File: config.mk
export PLATFORM = sky130hd
export DESIGN_NAME = frtc_timer
export DESIGN_NICKNAME = d
export VERILOG_FILES = /design/src/inc/frtc_pkg.sv /design/src/rtl/frtc_sync.sv /design/src/rtl/frtc_timer.sv
export SDC_FILE = /design/constraint.sdc
export NUM_CORES = 1
export LEC_CHECK = 0
export BUFFER_PORTS_ARGS = -buffer_cell sky130_fd_sc_hd__buf_2
export CAP_MARGIN = 20
export CORE_UTILIZATION = 35
export CTS_CLUSTER_DIAMETER = 50
export DETAILED_ROUTE_END_ITERATION = 8
export GPL_TIMING_DRIVEN = 0
export HOLD_SLACK_MARGIN = 0.15
export PLACE_DENSITY = 0.56
export SYNTH_ARGS = -nofsm -noshare
export SYNTH_HDL_FRONTEND = slang
export SYNTH_SLANG_ARGS = --single-unit
export TNS_END_PERCENT = 5
File: constraint.sdc
create_clock -name sys_clk -period 4.02 [get_ports sys_clk]
set_clock_uncertainty 0.2 [all_clocks]
set_input_delay 0.804 -clock sys_clk [delete_from_list [all_inputs] [get_ports sys_clk]]
set_output_delay 0.804 -clock sys_clk [all_outputs]
set_load 0.02 [all_outputs]
File: src/inc/frtc_pkg.sv
// Behaviour
// - 16-bit up counter, one step per tick
// - Clock select: cpu/2, /4, /8, external
// - Main and shadow views show live count
// - Low byte write loads FFFC
// - Reset loads FFFC, no load besides low write
// - Wrap FFFF to 0000 sets rollover flag
// - High byte read captures low byte
// - Held low byte frozen until low read
// - After sequence, low read returns live byte
// - Irq when flag, enable, mask clear
// - Flag clears: status read then main low
// - Shadow low access never clears flag
// - Counting continues during wait
// - Halt stops counter, resumes held count
package frtc_pkg;
   localparam logic [15:0] CNT_RESET    = 16'hFFFC;
   localparam logic [15:0] CNT_MAX      = 16'hFFFF;
   localparam logic [3:0]  ADDR_CHI     = 4'h0;
   localparam logic [3:0]  ADDR_CLO     = 4'h1;
   localparam logic [3:0]  ADDR_SHI     = 4'h2;
   localparam logic [3:0]  ADDR_SLO     = 4'h3;
   localparam logic [3:0]  ADDR_FLAGS   = 4'h4;
   localparam logic [3:0]  ADDR_CTL1    = 4'h5;
   localparam logic [3:0]  ADDR_CTL2    = 4'h6;
   localparam int          FLAG_ROLL    = 7;
   localparam int          CTL1_IRQEN   = 5;
   localparam logic [1:0]  CS_DIV2      = 2'h0;
   localparam logic [1:0]  CS_DIV4      = 2'h1;
   localparam logic [1:0]  CS_DIV8      = 2'h2;
   localparam logic [1:0]  CS_EXT       = 2'h3;
   localparam logic [2:0]  PRE_MASK2    = 3'h1;
   localparam logic [2:0]  PRE_MASK4    = 3'h3;
   localparam logic [2:0]  PRE_MASK8    = 3'h7;
   localparam logic [31:0] BAD_READ     = 32'h0000_0000;

   typedef struct packed {
      logic       rd;
      logic       wr;
      logic [3:0] idx;
      logic [7:0] wdata;
   } frtc_req_t;
endpackage

File: src/rtl/frtc_sync.sv
`timescale 1ns/1ns
`default_nettype none
// Three-stage synchroniser with rising-edge pulse on agreement
module frtc_sync (
   // Clock and reset
   input  wire logic sys_clk,
   input  wire logic srst,
   // Pin and result
   input  wire logic pin,
   output logic      rise
);
   logic s1;
   logic s2;
   logic s3;
   logic lvl;

   always_ff @(posedge sys_clk) begin
      if (srst) begin
         s1  <= 1'b0;
         s2  <= 1'b0;
         s3  <= 1'b0;
         lvl <= 1'b0;
      end else begin
         s1 <= pin;
         s2 <= s1;
         s3 <= s2;
         if (s2 == s3) begin
            lvl <= s3;
         end
      end
   end

   assign rise = (s2 == s3) && s3 && !lvl;
endmodule
`default_nettype wire

File: src/rtl/frtc_timer.sv
`timescale 1ns/1ns
`default_nettype none
module frtc_timer (
   // Clock and reset
   input  wire logic        sys_clk,
   input  wire logic        srst,
   // Avalon-MM slave
   input  wire logic [5:0]  avs_address,
   input  wire logic        avs_read,
   input  wire logic        avs_write,
   input  wire logic [3:0]  avs_byteenable,
   input  wire logic [31:0] avs_writedata,
   output logic [31:0]      avs_readdata,
   output logic             avs_waitrequest,
   // System
   input  wire logic        ext_clk,
   input  wire logic        halt_mode,
   input  wire logic        wait_mode,
   input  wire logic        cpu_irq_mask,
   // Outputs
   output logic             timer_irq,
   output logic [15:0]      live_count_view
);
   logic [15:0] count;
   logic [7:0]  held_low;
   logic        held_valid;
   logic        rollover_flag;
   logic        flag_armed;
   logic [7:0]  timer_control_one;
   logic [7:0]  timer_control_two;
   logic [2:0]  prescale;
   logic        acked;
   logic [31:0] rdata;

   // Bus decode
   frtc_pkg::frtc_req_t req;
   wire acc      = (avs_read || avs_write) && !acked;
   wire word_ok  = (avs_address[1:0] == 2'h0);
   assign req.rd    = avs_read && acc;
   assign req.wr    = avs_write && acc && avs_byteenable[0];
   assign req.idx   = avs_address[5:2];
   assign req.wdata = avs_writedata[7:0];
   wire hit_chi  = word_ok && req.idx == frtc_pkg::ADDR_CHI;
   wire hit_clo  = word_ok && req.idx == frtc_pkg::ADDR_CLO;
   wire hit_shi  = word_ok && req.idx == frtc_pkg::ADDR_SHI;
   wire hit_slo  = word_ok && req.idx == frtc_pkg::ADDR_SLO;
   wire hit_flg  = word_ok && req.idx == frtc_pkg::ADDR_FLAGS;
   wire hit_c1   = word_ok && req.idx == frtc_pkg::ADDR_CTL1;
   wire hit_c2   = word_ok && req.idx == frtc_pkg::ADDR_CTL2;
   wire hit_any  = hit_chi || hit_clo || hit_shi || hit_slo || hit_flg || hit_c1 || hit_c2;
   wire hi_read  = req.rd && (hit_chi || hit_shi);
   wire lo_read  = req.rd && (hit_clo || hit_slo);
   wire lo_write = req.wr && (hit_clo || hit_slo);
   wire main_lo  = (req.rd || req.wr) && hit_clo;
   wire flg_read = req.rd && hit_flg;

   // Prescaler and tick select
   wire [1:0] clock_select = timer_control_two[1:0];
   wire       ext_rise;
   wire [2:0] pre_mask = (clock_select == frtc_pkg::CS_DIV2) ? frtc_pkg::PRE_MASK2 :
                         (clock_select == frtc_pkg::CS_DIV4) ? frtc_pkg::PRE_MASK4 :
                                                               frtc_pkg::PRE_MASK8;
   wire       int_tick = ((prescale & pre_mask) == pre_mask);
   wire       tick     = !halt_mode && ((clock_select == frtc_pkg::CS_EXT) ? ext_rise : int_tick);
   wire       wrap     = tick && (count == frtc_pkg::CNT_MAX);
   wire [15:0] next_count = count + 16'h0001;

   frtc_sync u_sync (
      .sys_clk (sys_clk),
      .srst    (srst),
      .pin     (ext_clk),
      .rise    (ext_rise)
   );

   always_ff @(posedge sys_clk) begin
      if (srst) begin
         prescale <= 3'h0;
      end else if (!halt_mode) begin
         prescale <= prescale + 3'h1;
      end
   end

   always_ff @(posedge sys_clk) begin
      if (srst || lo_write) begin
         count <= frtc_pkg::CNT_RESET;
      end else if (tick) begin
         count <= next_count;
      end
   end

   // Low byte capture on high read
   always_ff @(posedge sys_clk) begin
      if (srst) begin
         held_low   <= 8'h00;
         held_valid <= 1'b0;
      end else if (lo_read) begin
         held_valid <= 1'b0;
      end else if (hi_read && !held_valid) begin
         held_low   <= count[7:0];
         held_valid <= 1'b1;
      end
   end

   // Rollover flag and two-step clear, set wins
   always_ff @(posedge sys_clk) begin
      if (srst) begin
         rollover_flag <= 1'b0;
         flag_armed    <= 1'b0;
      end else begin
         if (wrap) begin
            rollover_flag <= 1'b1;
         end else if (main_lo && flag_armed) begin
            rollover_flag <= 1'b0;
         end
         if (flg_read && rollover_flag) begin
            flag_armed <= 1'b1;
         end else if (main_lo || !rollover_flag) begin
            flag_armed <= 1'b0;
         end
      end
   end

   always_ff @(posedge sys_clk) begin
      if (srst) begin
         timer_control_one <= 8'h00;
         timer_control_two <= 8'h00;
      end else begin
         if (req.wr && hit_c1) begin
            timer_control_one <= req.wdata;
         end
         if (req.wr && hit_c2) begin
            timer_control_two <= req.wdata;
         end
      end
   end

   // Read mux
   wire [7:0] lo_val = held_valid ? held_low : count[7:0];
   always_comb begin
      rdata = frtc_pkg::BAD_READ;
      if (hit_chi || hit_shi) begin
         rdata[7:0] = count[15:8];
      end else if (hit_clo || hit_slo) begin
         rdata[7:0] = lo_val;
      end else if (hit_flg) begin
         rdata[frtc_pkg::FLAG_ROLL] = rollover_flag;
      end else if (hit_c1) begin
         rdata[7:0] = timer_control_one;
      end else if (hit_c2) begin
         rdata[7:0] = timer_control_two;
      end
   end

   // One wait cycle, answer on second edge
   always_ff @(posedge sys_clk) begin
      if (srst) begin
         acked        <= 1'b0;
         avs_readdata <= 32'h0000_0000;
      end else begin
         acked <= acc;
         if (req.rd) begin
            avs_readdata <= rdata;
         end
      end
   end
   assign avs_waitrequest = !acked;

   always_ff @(posedge sys_clk) begin
      if (srst) begin
         timer_irq <= 1'b0;
      end else begin
         timer_irq <= rollover_flag && timer_control_one[frtc_pkg::CTL1_IRQEN] && !cpu_irq_mask;
      end
   end
   assign live_count_view = count;

   a_count_step: assert property (@(posedge sys_clk) disable iff (srst)
      tick && !lo_write |=> count == $past(count) + 16'h0001) else $error("count step wrong");
   a_load_ffc: assert property (@(posedge sys_clk) disable iff (srst)
      lo_write |=> count == frtc_pkg::CNT_RESET) else $error("low write load wrong");
   a_halt_hold: assert property (@(posedge sys_clk) disable iff (srst)
      halt_mode && !lo_write |=> $stable(count)) else $error("count moved in halt");
   a_wrap_flag: assert property (@(posedge sys_clk) disable iff (srst)
      wrap |=> rollover_flag) else $error("wrap missed flag");
   a_shadow_keep: assert property (@(posedge sys_clk) disable iff (srst)
      rollover_flag && !main_lo |=> rollover_flag) else $error("flag lost");
   a_held_frozen: assert property (@(posedge sys_clk) disable iff (srst)
      held_valid && !lo_read |=> held_valid && $stable(held_low)) else $error("held byte moved");
   a_hi_capture: assert property (@(posedge sys_clk) disable iff (srst)
      hi_read && !held_valid && !lo_read |=> held_low == $past(count[7:0])) else $error("capture wrong");
   a_irq_gate: assert property (@(posedge sys_clk) disable iff (srst)
      timer_irq |-> $past(rollover_flag) && !$past(cpu_irq_mask)) else $error("spurious irq");
   a_div2_rate: assert property (@(posedge sys_clk) disable iff (srst)
      tick && clock_select == frtc_pkg::CS_DIV2 && !halt_mode ##1 clock_select == frtc_pkg::CS_DIV2
      |-> !tick) else $error("div2 ticks too fast");

   // Enabled cycles since the last tick, for the rate checks
   logic [3:0] gap;
   logic       gap_seen;
   logic [1:0] gap_sel;
   wire        gap_new = (clock_select != gap_sel);

   always_ff @(posedge sys_clk) begin
      if (srst) begin
         gap      <= 4'h0;
         gap_seen <= 1'b0;
         gap_sel  <= frtc_pkg::CS_DIV2;
      end else begin
         gap_sel <= clock_select;
         if (tick || gap_new) begin
            gap <= 4'h0;
         end else if (!halt_mode && gap != 4'hF) begin
            gap <= gap + 4'h1;
         end
         if (gap_new) begin
            gap_seen <= 1'b0;
         end else if (tick) begin
            gap_seen <= 1'b1;
         end
      end
   end

   // Counter loads and wrap
   a_reset_load: assert property (@(posedge sys_clk)
      srst
      |=> count == frtc_pkg::CNT_RESET)
      else $error("reset did not load count");
   a_no_other_load: assert property (@(posedge sys_clk) disable iff (srst)
      !lo_write && !tick
      |=> $stable(count))
      else $error("count changed without tick");
   a_wrap_zero: assert property (@(posedge sys_clk) disable iff (srst)
      wrap && !lo_write
      |=> count == '0)
      else $error("wrap did not reach zero");
   a_flag_only_wrap: assert property (@(posedge sys_clk) disable iff (srst)
      $rose(rollover_flag)
      |-> $past(wrap))
      else $error("flag set without wrap");
   a_flag_read: assert property (@(posedge sys_clk) disable iff (srst)
      flg_read
      |=> avs_readdata[frtc_pkg::FLAG_ROLL] == $past(rollover_flag))
      else $error("flag read value wrong");

   // Interrupt and two-step clear
   a_irq_raise: assert property (@(posedge sys_clk) disable iff (srst)
      rollover_flag && timer_control_one[frtc_pkg::CTL1_IRQEN] && !cpu_irq_mask
      |=> timer_irq)
      else $error("irq not raised");
   a_irq_drop: assert property (@(posedge sys_clk) disable iff (srst)
      !(rollover_flag && timer_control_one[frtc_pkg::CTL1_IRQEN] && !cpu_irq_mask)
      |=> !timer_irq)
      else $error("irq not dropped");
   a_flag_clear: assert property (@(posedge sys_clk) disable iff (srst)
      main_lo && flag_armed && !wrap
      |=> !rollover_flag)
      else $error("armed flag not cleared");
   a_flag_arm: assert property (@(posedge sys_clk) disable iff (srst)
      flg_read && rollover_flag
      |=> flag_armed)
      else $error("status read did not arm");
   a_flag_fall: assert property (@(posedge sys_clk) disable iff (srst)
      $fell(rollover_flag)
      |-> $past(main_lo) && $past(flag_armed))
      else $error("flag cleared out of sequence");
   a_shadow_flag: assert property (@(posedge sys_clk) disable iff (srst)
      rollover_flag && hit_slo && (req.rd || req.wr)
      |=> rollover_flag)
      else $error("shadow access cleared flag");

   // Read sequence
   a_lo_release: assert property (@(posedge sys_clk) disable iff (srst)
      lo_read
      |=> !held_valid)
      else $error("low read kept hold");
   a_lo_live: assert property (@(posedge sys_clk) disable iff (srst)
      lo_read && !held_valid
      |=> avs_readdata[7:0] == $past(count[7:0]))
      else $error("live low byte wrong");
   a_lo_held: assert property (@(posedge sys_clk) disable iff (srst)
      lo_read && held_valid
      |=> avs_readdata[7:0] == $past(held_low))
      else $error("held low byte not returned");
   a_lo_load_held: assert property (@(posedge sys_clk) disable iff (srst)
      lo_write && held_valid && !lo_read
      |=> held_valid)
      else $error("low write released hold");
   a_hi_data: assert property (@(posedge sys_clk) disable iff (srst)
      hi_read
      |=> avs_readdata[7:0] == $past(count[15:8]))
      else $error("high byte wrong");

   // Rates and low-power modes
   a_wait_runs: assert property (@(posedge sys_clk) disable iff (srst)
      wait_mode && tick && !lo_write
      |=> count != $past(count))
      else $error("count stalled in wait");
   a_halt_prescale: assert property (@(posedge sys_clk) disable iff (srst)
      halt_mode
      |=> $stable(prescale))
      else $error("prescaler ran in halt");
   a_pre_step: assert property (@(posedge sys_clk) disable iff (srst)
      !halt_mode
      |=> prescale == $past(prescale) + 3'h1)
      else $error("prescaler step wrong");
   a_ext_pin: assert property (@(posedge sys_clk) disable iff (srst)
      tick && clock_select == frtc_pkg::CS_EXT
      |-> $past(ext_clk, 2) && $past(ext_clk, 3))
      else $error("external tick without settled pin");
   a_div2_gap: assert property (@(posedge sys_clk) disable iff (srst)
      gap_seen && !gap_new && !halt_mode && clock_select == frtc_pkg::CS_DIV2
      |-> tick == (gap == {1'b0, frtc_pkg::PRE_MASK2}))
      else $error("div2 tick spacing wrong");
   a_div4_gap: assert property (@(posedge sys_clk) disable iff (srst)
      gap_seen && !gap_new && !halt_mode && clock_select == frtc_pkg::CS_DIV4
      |-> tick == (gap == {1'b0, frtc_pkg::PRE_MASK4}))
      else $error("div4 tick spacing wrong");
   a_div8_gap: assert property (@(posedge sys_clk) disable iff (srst)
      gap_seen && !gap_new && !halt_mode && clock_select == frtc_pkg::CS_DIV8
      |-> tick == (gap == {1'b0, frtc_pkg::PRE_MASK8}))
      else $error("div8 tick spacing wrong");

   // Bus behaviour
   a_bad_read: assert property (@(posedge sys_clk) disable iff (srst)
      req.rd && !hit_any
      |=> avs_readdata == frtc_pkg::BAD_READ)
      else $error("unmapped read not zero");
   a_ctl_write: assert property (@(posedge sys_clk) disable iff (srst)
      req.wr && hit_c2
      |=> timer_control_two == $past(req.wdata))
      else $error("control two write lost");
   a_ctl1_write: assert property (@(posedge sys_clk) disable iff (srst)
      req.wr && hit_c1
      |=> timer_control_one == $past(req.wdata))
      else $error("control one write lost");
   a_be_gate: assert property (@(posedge sys_clk) disable iff (srst)
      acc && avs_write && !avs_byteenable[0]
      |=> $stable(timer_control_one) && $stable(timer_control_two))
      else $error("masked write took effect");
   a_wait_one: assert property (@(posedge sys_clk) disable iff (srst)
      acc
      |=> !avs_waitrequest)
      else $error("request not answered");
   a_wait_drop: assert property (@(posedge sys_clk) disable iff (srst)
      !avs_waitrequest
      |=> avs_waitrequest)
      else $error("answer held too long");
   a_rd_stable: assert property (@(posedge sys_clk) disable iff (srst)
      !req.rd
      |=> $stable(avs_readdata))
      else $error("read data moved without read");
endmodule
`default_nettype wire

## Word-level counts from Yosys, hierarchy flattened

Index checks and enable logic that the tools add are counted.

- Input bits: 50
- Output and inout bits: 50
- Register bits: 60

- Bitwise operators: 2
- Mux-type cells: 14
- Equal/unequal tests: 11
- Add/subtract/negate cells: 2
- Reduce and logical (&&, ||, !) cells: 46

Operators with widths:

| cell | number |
|---|---|
| 8-bit two-way mux | 5 |
| 1-bit logical AND | 27 |
| 16-bit by 1-bit adder with 16-bit output, second input constant | 1 |
| 16-bit == test, second input constant | 1 |
| 4-bit by 3-bit == test with 1-bit output, second input constant | 3 |
| 4-bit by 2-bit == test with 1-bit output, second input constant | 2 |
| 7-bit two-way mux | 1 |
| 1-bit logical NOT | 6 |
| 1-bit logical OR | 6 |
| 1-bit two-way mux | 6 |
| 3-bit two-way mux | 2 |
| 4-bit by 1-bit == test with 1-bit output, second input constant | 1 |
| 2-bit logical NOT | 2 |
| 4-bit logical NOT | 1 |
| 2-bit nonzero test | 2 |
| 3-bit by 1-bit adder with 3-bit output, second input constant | 1 |
| 3-bit AND | 1 |
| 3-bit == test | 1 |
| 2-bit by 1-bit == test with 1-bit output, second input constant | 1 |
| 2-bit == test, second input constant | 1 |
| 2-bit AND reduction | 1 |
| 2-bit OR reduction | 1 |
| 1-bit == test | 1 |
| 1-bit inverter | 1 |

## Depth between registers and ports, before layout

Gate-level depths: netlist (run 1).

- Depth after elaboration: 9
- Depth in mapped cells: 7
- Mapped depth without buffers: 6

## Hierarchy

From an unflattened synthesis (run 1), not the netlist that was laid out.

- Cells, all modules: 358
- Area, all modules: 2977.9 sq um

By module, submodules not included:

| module | times used | cells each | sequential area each (sq um) | area each (sq um) |
|---|---|---|---|---|
| frtc_timer | 1 | 347 | 1121.1 | 2846.5 |
| frtc_sync | 1 | 11 | 80.1 | 131.4 |

## Least setup slack after synthesis (run 1)

Ideal clock, no wire load.

- Kind: input to register
- Start: input port avs_address[1]
- End: register rollover_flag
- Data arrival time: 2189 ps
- Path buffers: 1
- Setup time: 116 ps
- Data required time: 3704 ps
- Slack: 1515 ps
- Cell stages on the path: 5
- Cells stage by stage: or4_2 > buf_2 > nor4_1 > a21oi_1 > a41o_1

- Longest elaborated chain between the ends: 5

RTL lines:

| what | RTL line | source |
|---|---|---|
| from (decl) | frtc_timer.sv:8 | `input wire logic [5:0] avs_address,` |
| 2-bit logical NOT | frtc_timer.sv:38 | `wire word_ok = (avs_address[1:0] == 2'h0);` |
| 1-bit logical AND | frtc_timer.sv:44 | `wire hit_clo = word_ok && req.idx == frtc_pkg::ADDR_CLO;` |
| 1-bit logical AND | frtc_timer.sv:54 | `wire main_lo = (req.rd \|\| req.wr) && hit_clo;` |
| 1-bit logical AND | frtc_timer.sv:112 | `end else if (main_lo && flag_armed) begin` |
| 2-bit nonzero test (no source line) | - |  |
| to (signal assigned) | frtc_timer.sv:107 | `rollover_flag <= 1'b0;` |
| to (signal assigned) | frtc_timer.sv:111 | `rollover_flag <= 1'b1;` |
| to (signal assigned) | frtc_timer.sv:113 | `rollover_flag <= 1'b0;` |
| to (decl) | frtc_timer.sv:27 | `logic rollover_flag;` |

Every way passes these cells.
A chain may end at the register's enable or synchronous reset.

## Worst setup path after layout (run 1)

- Start: input port avs_address[1]
- End: register timer_control_two[3]

- Longest elaborated chain between the ends: 3

RTL lines:

| what | RTL line | source |
|---|---|---|
| 2-bit logical NOT | frtc_timer.sv:38 |  |
| 1-bit logical AND | frtc_timer.sv:49 | `wire hit_c2 = word_ok && req.idx == frtc_pkg::ADDR_CTL2;` |
| 1-bit logical AND | frtc_timer.sv:131 | `if (req.wr && hit_c2) begin` |
| to (signal assigned) | frtc_timer.sv:132 | `timer_control_two <= req.wdata;` |
| to (decl) | frtc_timer.sv:30 | `logic [7:0] timer_control_two;` |

Every way passes these cells.

==> flow_summary_export.csv, run 1 <==
group,metric,value,unit
status,status,"finished, final reports clean",
critical_path,required,4.04,ns
run,drv_cap,0,
die,die_y,93.1,um
global_routing,grt_usage,0.170,
place,place_hpwl,5230,um
routing,viasPerCell,4.78,
timing,setup_violations,0,
power,p_per_area,393,nW/um^2
die,coreArea,7890,sq um
yosys,synth_warnings,0,
place,place.gp.congestion,0.780,
min_path,hold_path_class,"flop to flop",
finish,fill_cells,811,
routing,maxUsedRoutingLayer,"met4",
yosys,synth_commonest_cells,"60 x dfxtp_1, 36 x nand2_1, 33 x a21oi_1",
cts,cts.path.max_buffers,2,
timing,max_freq,401,MHz
cts,clk_latency,0.34,ns
yosys,avgSynthCellArea,8.65,sq um
global_routing,grt-ovfl-total,0,
timing,tightest_slew,0.771,ns
die,die_area,8670,sq um
routing,drtPass1Iterations,4,
timing,holdWs,0.239,ns
finish,final_cells,522,
routing,wl_met1,3290,um
routing,num_vias,2493,
yosys,synth_cells,336,
cts,post_cts_resized,0,
routing,drt_iter0_markers,75,
finish,nets,469,
critical_path,worst-setup-path-type,"input port to flop",
place,pre_cts_ws,1.17,ns
critical_path,critPathArrivalTime,2.52,ns
die,num_rows,32,
cts,htreeDepth,3,
routing,ant_nets,0,
yosys,yosysTopAreaCellShare,0.413,
finish,multi_input_comb_area,1520,sq um
place,portBuffers,46,
die,die_x,93.1,um
cts,post_cts_buffers,0,
timing,post-route-min-period,2.50,ns
cts,clockRootBuffer,"clkbuf_8",
finish,seq_area,1200,sq um
critical_path,end_kind,"flop",
yosys,ys_ff_latch,60,
global_routing,grt_max_degree,11,
cts,holdBufCountCts,0,
cts,clkSlewWorstSetupHoldPaths,0.07,ns
routing,wl_per_cell,13.3,um
timing,slew_violations,0,
timing,rsz0062_at_grt,"false",
finish,design_area,3590,sq um
routing,drc,0,
finish,drive_above_1_share,0.236,
yosys,synth-main-ff-cell,"dfxtp_1",
place,place_area,3350,sq um
critical_path,critPathMaxFanout,8,
timing,setup_slack,1.52,ns
yosys,ys_seq_area_frac,0.413,
die,io_pins,100,
yosys,async_flop_share,0,
timing,period_share,0.621,
critical_path,start_kind,"input port",
global_routing,grt_pass1_wl,11100,um
die,initial_utilization,0.368,
yosys,synth_area,2910,sq um
finish,utilization,0.455,
global_routing,grt_pass1_vias,2204,
finish,area_growth,23.5,%
finish,diodes,0,
cts,cts_tree,"done",
global_routing,antenna_found_initial,0,
yosys,synth_edf_count,0,
cts,cts_buffers,9,
power,total_power,1.41,mW
routing,wl_met3,243,um
yosys,synth_area_leaders,"dfxtp_1 41%, mux2i_1 8.6%, buf_4 6.2%",
routing,route.met2.wl,3270,um
power,peakVddDrop,0.200,mV
yosys,yosysMostFrequentCell,"dfxtp_1",
timing,slew_headroom,0.482,
yosys,yosysUniqueCellTypes,44,
power,leakage,1.52,nW
place,dp.cells,507,
yosys,yosys.area.top_type,"dfxtp_1",
cts,clkSinkCount,60,
timing,tns,0,ns
routing,wl,6930,um
timing,hold_viol,0,
worst max-delay path, cell delays in order:
cell and delay, ns:
buf_2 0.11, nor4_1 0.39, and3_2 0.23, clkbuf_1 0.28, and2_1 0.18, buf_2 0.25, mux2i_1 0.23, nor2_1 0.05
final cells by class:
class	count	share of cell area
Buffer	41	0.0697
Clock buffer	10	0.0384
Clock inverter	5	0.0279
Inverter	7	0.00732
Multi-Input combinational cell	251	0.422
Sequential cell	60	0.335
Tap cell	102	0.0356
Timing Repair Buffer	46	0.0642
layer usage:
metal	vias to the layer above	global-route usage
met2	57	0.270
met1	1138	0.213
met5	-	0
met4	0	0.0641
met3	9	0.0577
li1	1289	-
sequential cells by signal, indices dropped and copies added, names as in the netlist:
| name | flops |
|---|---|
| acked | 1 |
| avs_readdata | 8 |
| flag_armed | 1 |
| held_low | 8 |
| held_valid | 1 |
| live_count_view | 16 |
| prescale | 3 |
| rollover_flag | 1 |
| timer_control_one | 8 |
| timer_control_two | 8 |
| timer_irq | 1 |
| u_sync.lvl | 1 |
| u_sync.s1 | 1 |
| u_sync.s2 | 1 |
| u_sync.s3 | 1 |
report_power, final:
part	switching, mW	internal (mW)	leakage [nW]
clock	0.234	0.423	0.122
sequential	0.0103	0.607	0.487
combinational	0.0834	0.0544	0.913
total	0.328	1.08	1.52
path summary, 6_finish.rpt:
| kind | from | end | slack [ns] | depth (start not counted) |
|---|---|---|---|---|
| worst min-delay path | u_sync.s1$_SDFF_PP0_ | u_sync.s2$_SDFF_PP0_ | 0.24 | 1 |
| worst max-delay path | avs_address[1] | timer_control_two[3]$_SDFFE_PP0P_ | 1.52 | 8 |
| worst max register to register | timer_control_two[0]$_SDFFE_PP0P_ | live_count_view[0]$_SDFFE_PP0P_ | 1.77 | 6 |
| worst min register to register | u_sync.s1$_SDFF_PP0_ | u_sync.s2$_SDFF_PP0_ | 0.24 | 1 |
placed cells by master, fill, tap and decap left out, types with 2 or more instances in the layout:
master      n
dfxtp_1    60
buf_2      51
nand2_1    36
a21oi_1    33
nor2_1     31
mux2i_1    25
buf_4      24
conb_1     24
xnor2_1    12
clkbuf_1   11
clkbuf_8   10
nor3_1      8
inv_1       7
a211o_1     7
nor2b_1     7
nand3_1     7
o22ai_1     6
nand2b_1    5
o21ai_0     5
a211oi_1    5
nor4_1      4
nand4_1     4
a2111oi_0   3
ha_1        3
bufinv_16   3
or4_2       2
xor2_1      2
or2_2       2
or3_1       2
and3_1      2
and2_1      2
clkinv_2    2
kinds of logic after synthesis:
| family | count (synthesis) | share of synthesized area |
|---|---|---|
| other cells | 1 | 0.00129 |
| simple gates | 118 | 0.201 |
| xor+xnor | 14 | 0.0422 |
| fa+ha+maj | 3 | 0.0129 |
| mux | 26 | 0.0900 |
| buf+inv | 48 | 0.0951 |
| flops | 60 | 0.413 |
| compound gates | 66 | 0.144 |
Note: power is estimated with default switching activity, not from simulation.
==> run 2, diff against run 1 <==
Clock period 4.02 ns to 2.3 ns, I/O delays scaled along.
==> flow_summary_export.csv, run 2 (synthesis results as in run 1) <==
group,metric,value,unit
status,status,"finished, final reports clean",
cts,cts_buffers,9,
place,place.gp.congestion,0.780,
routing,drt_iter0_markers,71,
critical_path,start_kind,"flop",
run,drv_cap,0,
die,die_y,93.1,um
routing,num_vias,2499,
cts,clkSlewWorstSetupHoldPaths,0.07,ns
timing,post-route-min-period,2.19,ns
cts,cts_tree,"done",
power,peakVddDrop,0.346,mV
timing,tns,0,ns
finish,design_area,3620,sq um
timing,hold_viol,0,
die,initial_utilization,0.368,
finish,final_common_cell,"dfxtp_1",
timing,holdWs,0.165,ns
timing,period_share,0.953,
routing,viasPerCell,4.77,
place,portBuffers,46,
cts,post_cts_buffers,0,
global_routing,grt_usage,0.170,
routing,wl_per_cell,13.3,um
global_routing,grt_pass1_vias,2212,
die,die_x,93.1,um
routing,drtPass1Iterations,5,
power,leakage,1.53,nW
power,p_per_area,682,nW/um^2
die,coreArea,7890,sq um
finish,area_growth,24.7,%
timing,rsz0062_at_grt,"true",
finish,largest_register_ffs,16,
critical_path,critPathMaxFanout,10,
timing,slew_violations,0,
critical_path,end_kind,"flop",
finish,drive_above_1_share,0.244,
cts,clk_latency,0.34,ns
timing,tightest_slew,0.771,ns
finish,diodes,0,
routing,drc,0,
finish,final_cell_mix,"60 x dfxtp_1, 51 x buf_2, 36 x nand2_1",
global_routing,grt-ovfl-total,0,
cts,cts.path.max_buffers,2,
die,num_rows,32,
place,place_hpwl,5230,um
routing,ant_nets,0,
cts,htreeDepth,3,
power,total_power,2.47,mW
timing,setup_violations,0,
timing,slew_headroom,0.482,
place,place_area,3350,sq um
critical_path,critPathArrivalTime,2.20,ns
finish,nets,471,
finish,utilization,0.459,
critical_path,required,2.31,ns
cts,clkSinkCount,60,
cts,clockRootBuffer,"clkbuf_8",
global_routing,grt_pass1_wl,11200,um
global_routing,grt_max_degree,11,
global_routing,antenna_found_initial,0,
critical_path,worst-setup-path-type,"flop to flop",
routing,wl,6960,um
die,die_area,8670,sq um
die,io_pins,100,
min_path,hold_path_class,"input port to flop",
timing,max_freq,456,MHz
[run 2: cell types whose count changed in the layout (fill, tap and decap cells not counted)]
cell,previous run,this run
clkbuf_1,11,10
nor2_1,31,30
o311ai_1,1,0
a21oi_2,0,1
o311ai_2,0,1
a21oi_1,33,32
clkbuf_2,0,1
nor2_2,0,1
dlygate4sd3_1,0,2
[run 2: layout make-up]
type / count / area [sq um]
plain buffers: 41 / 251
clock buffers: 10 / 138
clock inverters: 5 / 100
fillers: 803 / 4260
inverters: 7 / 26.3
multi-input cells: 251 / 1530
flip-flops and latches: 60 / 1200
well taps: 102 / 128
repair buffers: 48 / 250
[run 2: power by group]
group / total [mW] / internal [mW] / switching [mW] / leakage, nW
Clock: 1.15 / 0.739 / 0.410 / 0.122
Combinational: 0.245 / 0.0978 / 0.147 / 0.924
Sequential: 1.08 / 1.06 / 0.0185 / 0.487
[run 2: path summary, 6_finish.rpt]
check / start / endpoint / slack, ns / cells after the start
max: acked$_SDFF_PP0_ / held_low[6]$_SDFFE_PP0P_ / 0.11 / 7
max reg2reg: acked$_SDFF_PP0_ / held_low[6]$_SDFFE_PP0P_ / 0.11 / 7
min reg2reg: u_sync.s1$_SDFF_PP0_ / u_sync.s2$_SDFF_PP0_ / 0.24 / 1
min: avs_writedata[5] / timer_control_one[5]$_SDFFE_PP0P_ / 0.17 / 3
[run 2: worst max-delay path: stages (launching register included)]
cell and delay, ns:
dfxtp_1 0.37, nor2b_1 0.13, buf_2 0.23, nand3_1 0.34, or2_2 0.39, clkbuf_1 0.20, nand2_1 0.12, a21oi_1 0.06
[run 2: repair_timing]
action / 4_1_cts / 5_1_grt
hold buffers: 2 / 0
hold endpoints to repair: 2 / 0
resized for setup: 0 / 5
setup endpoints to repair: 0 / 18
[run 2: metrics by stage]
step	instances	setup slack [ns]
detailed placement	507	-0.208
global placement	507	-0.193
floorplan	359	0.139
global route	524	-0.0206
CTS	524	0.0487
finish	524	0.109
[run 2: per-layer routing]
layer  track usage  routed length [um]  up-vias
met5             0                   0        -
met4        0.0641                 123        0
li1              -                   -     1291
met3        0.0577                 258        9
met1         0.213                3280     1144
met2         0.271                3300       55
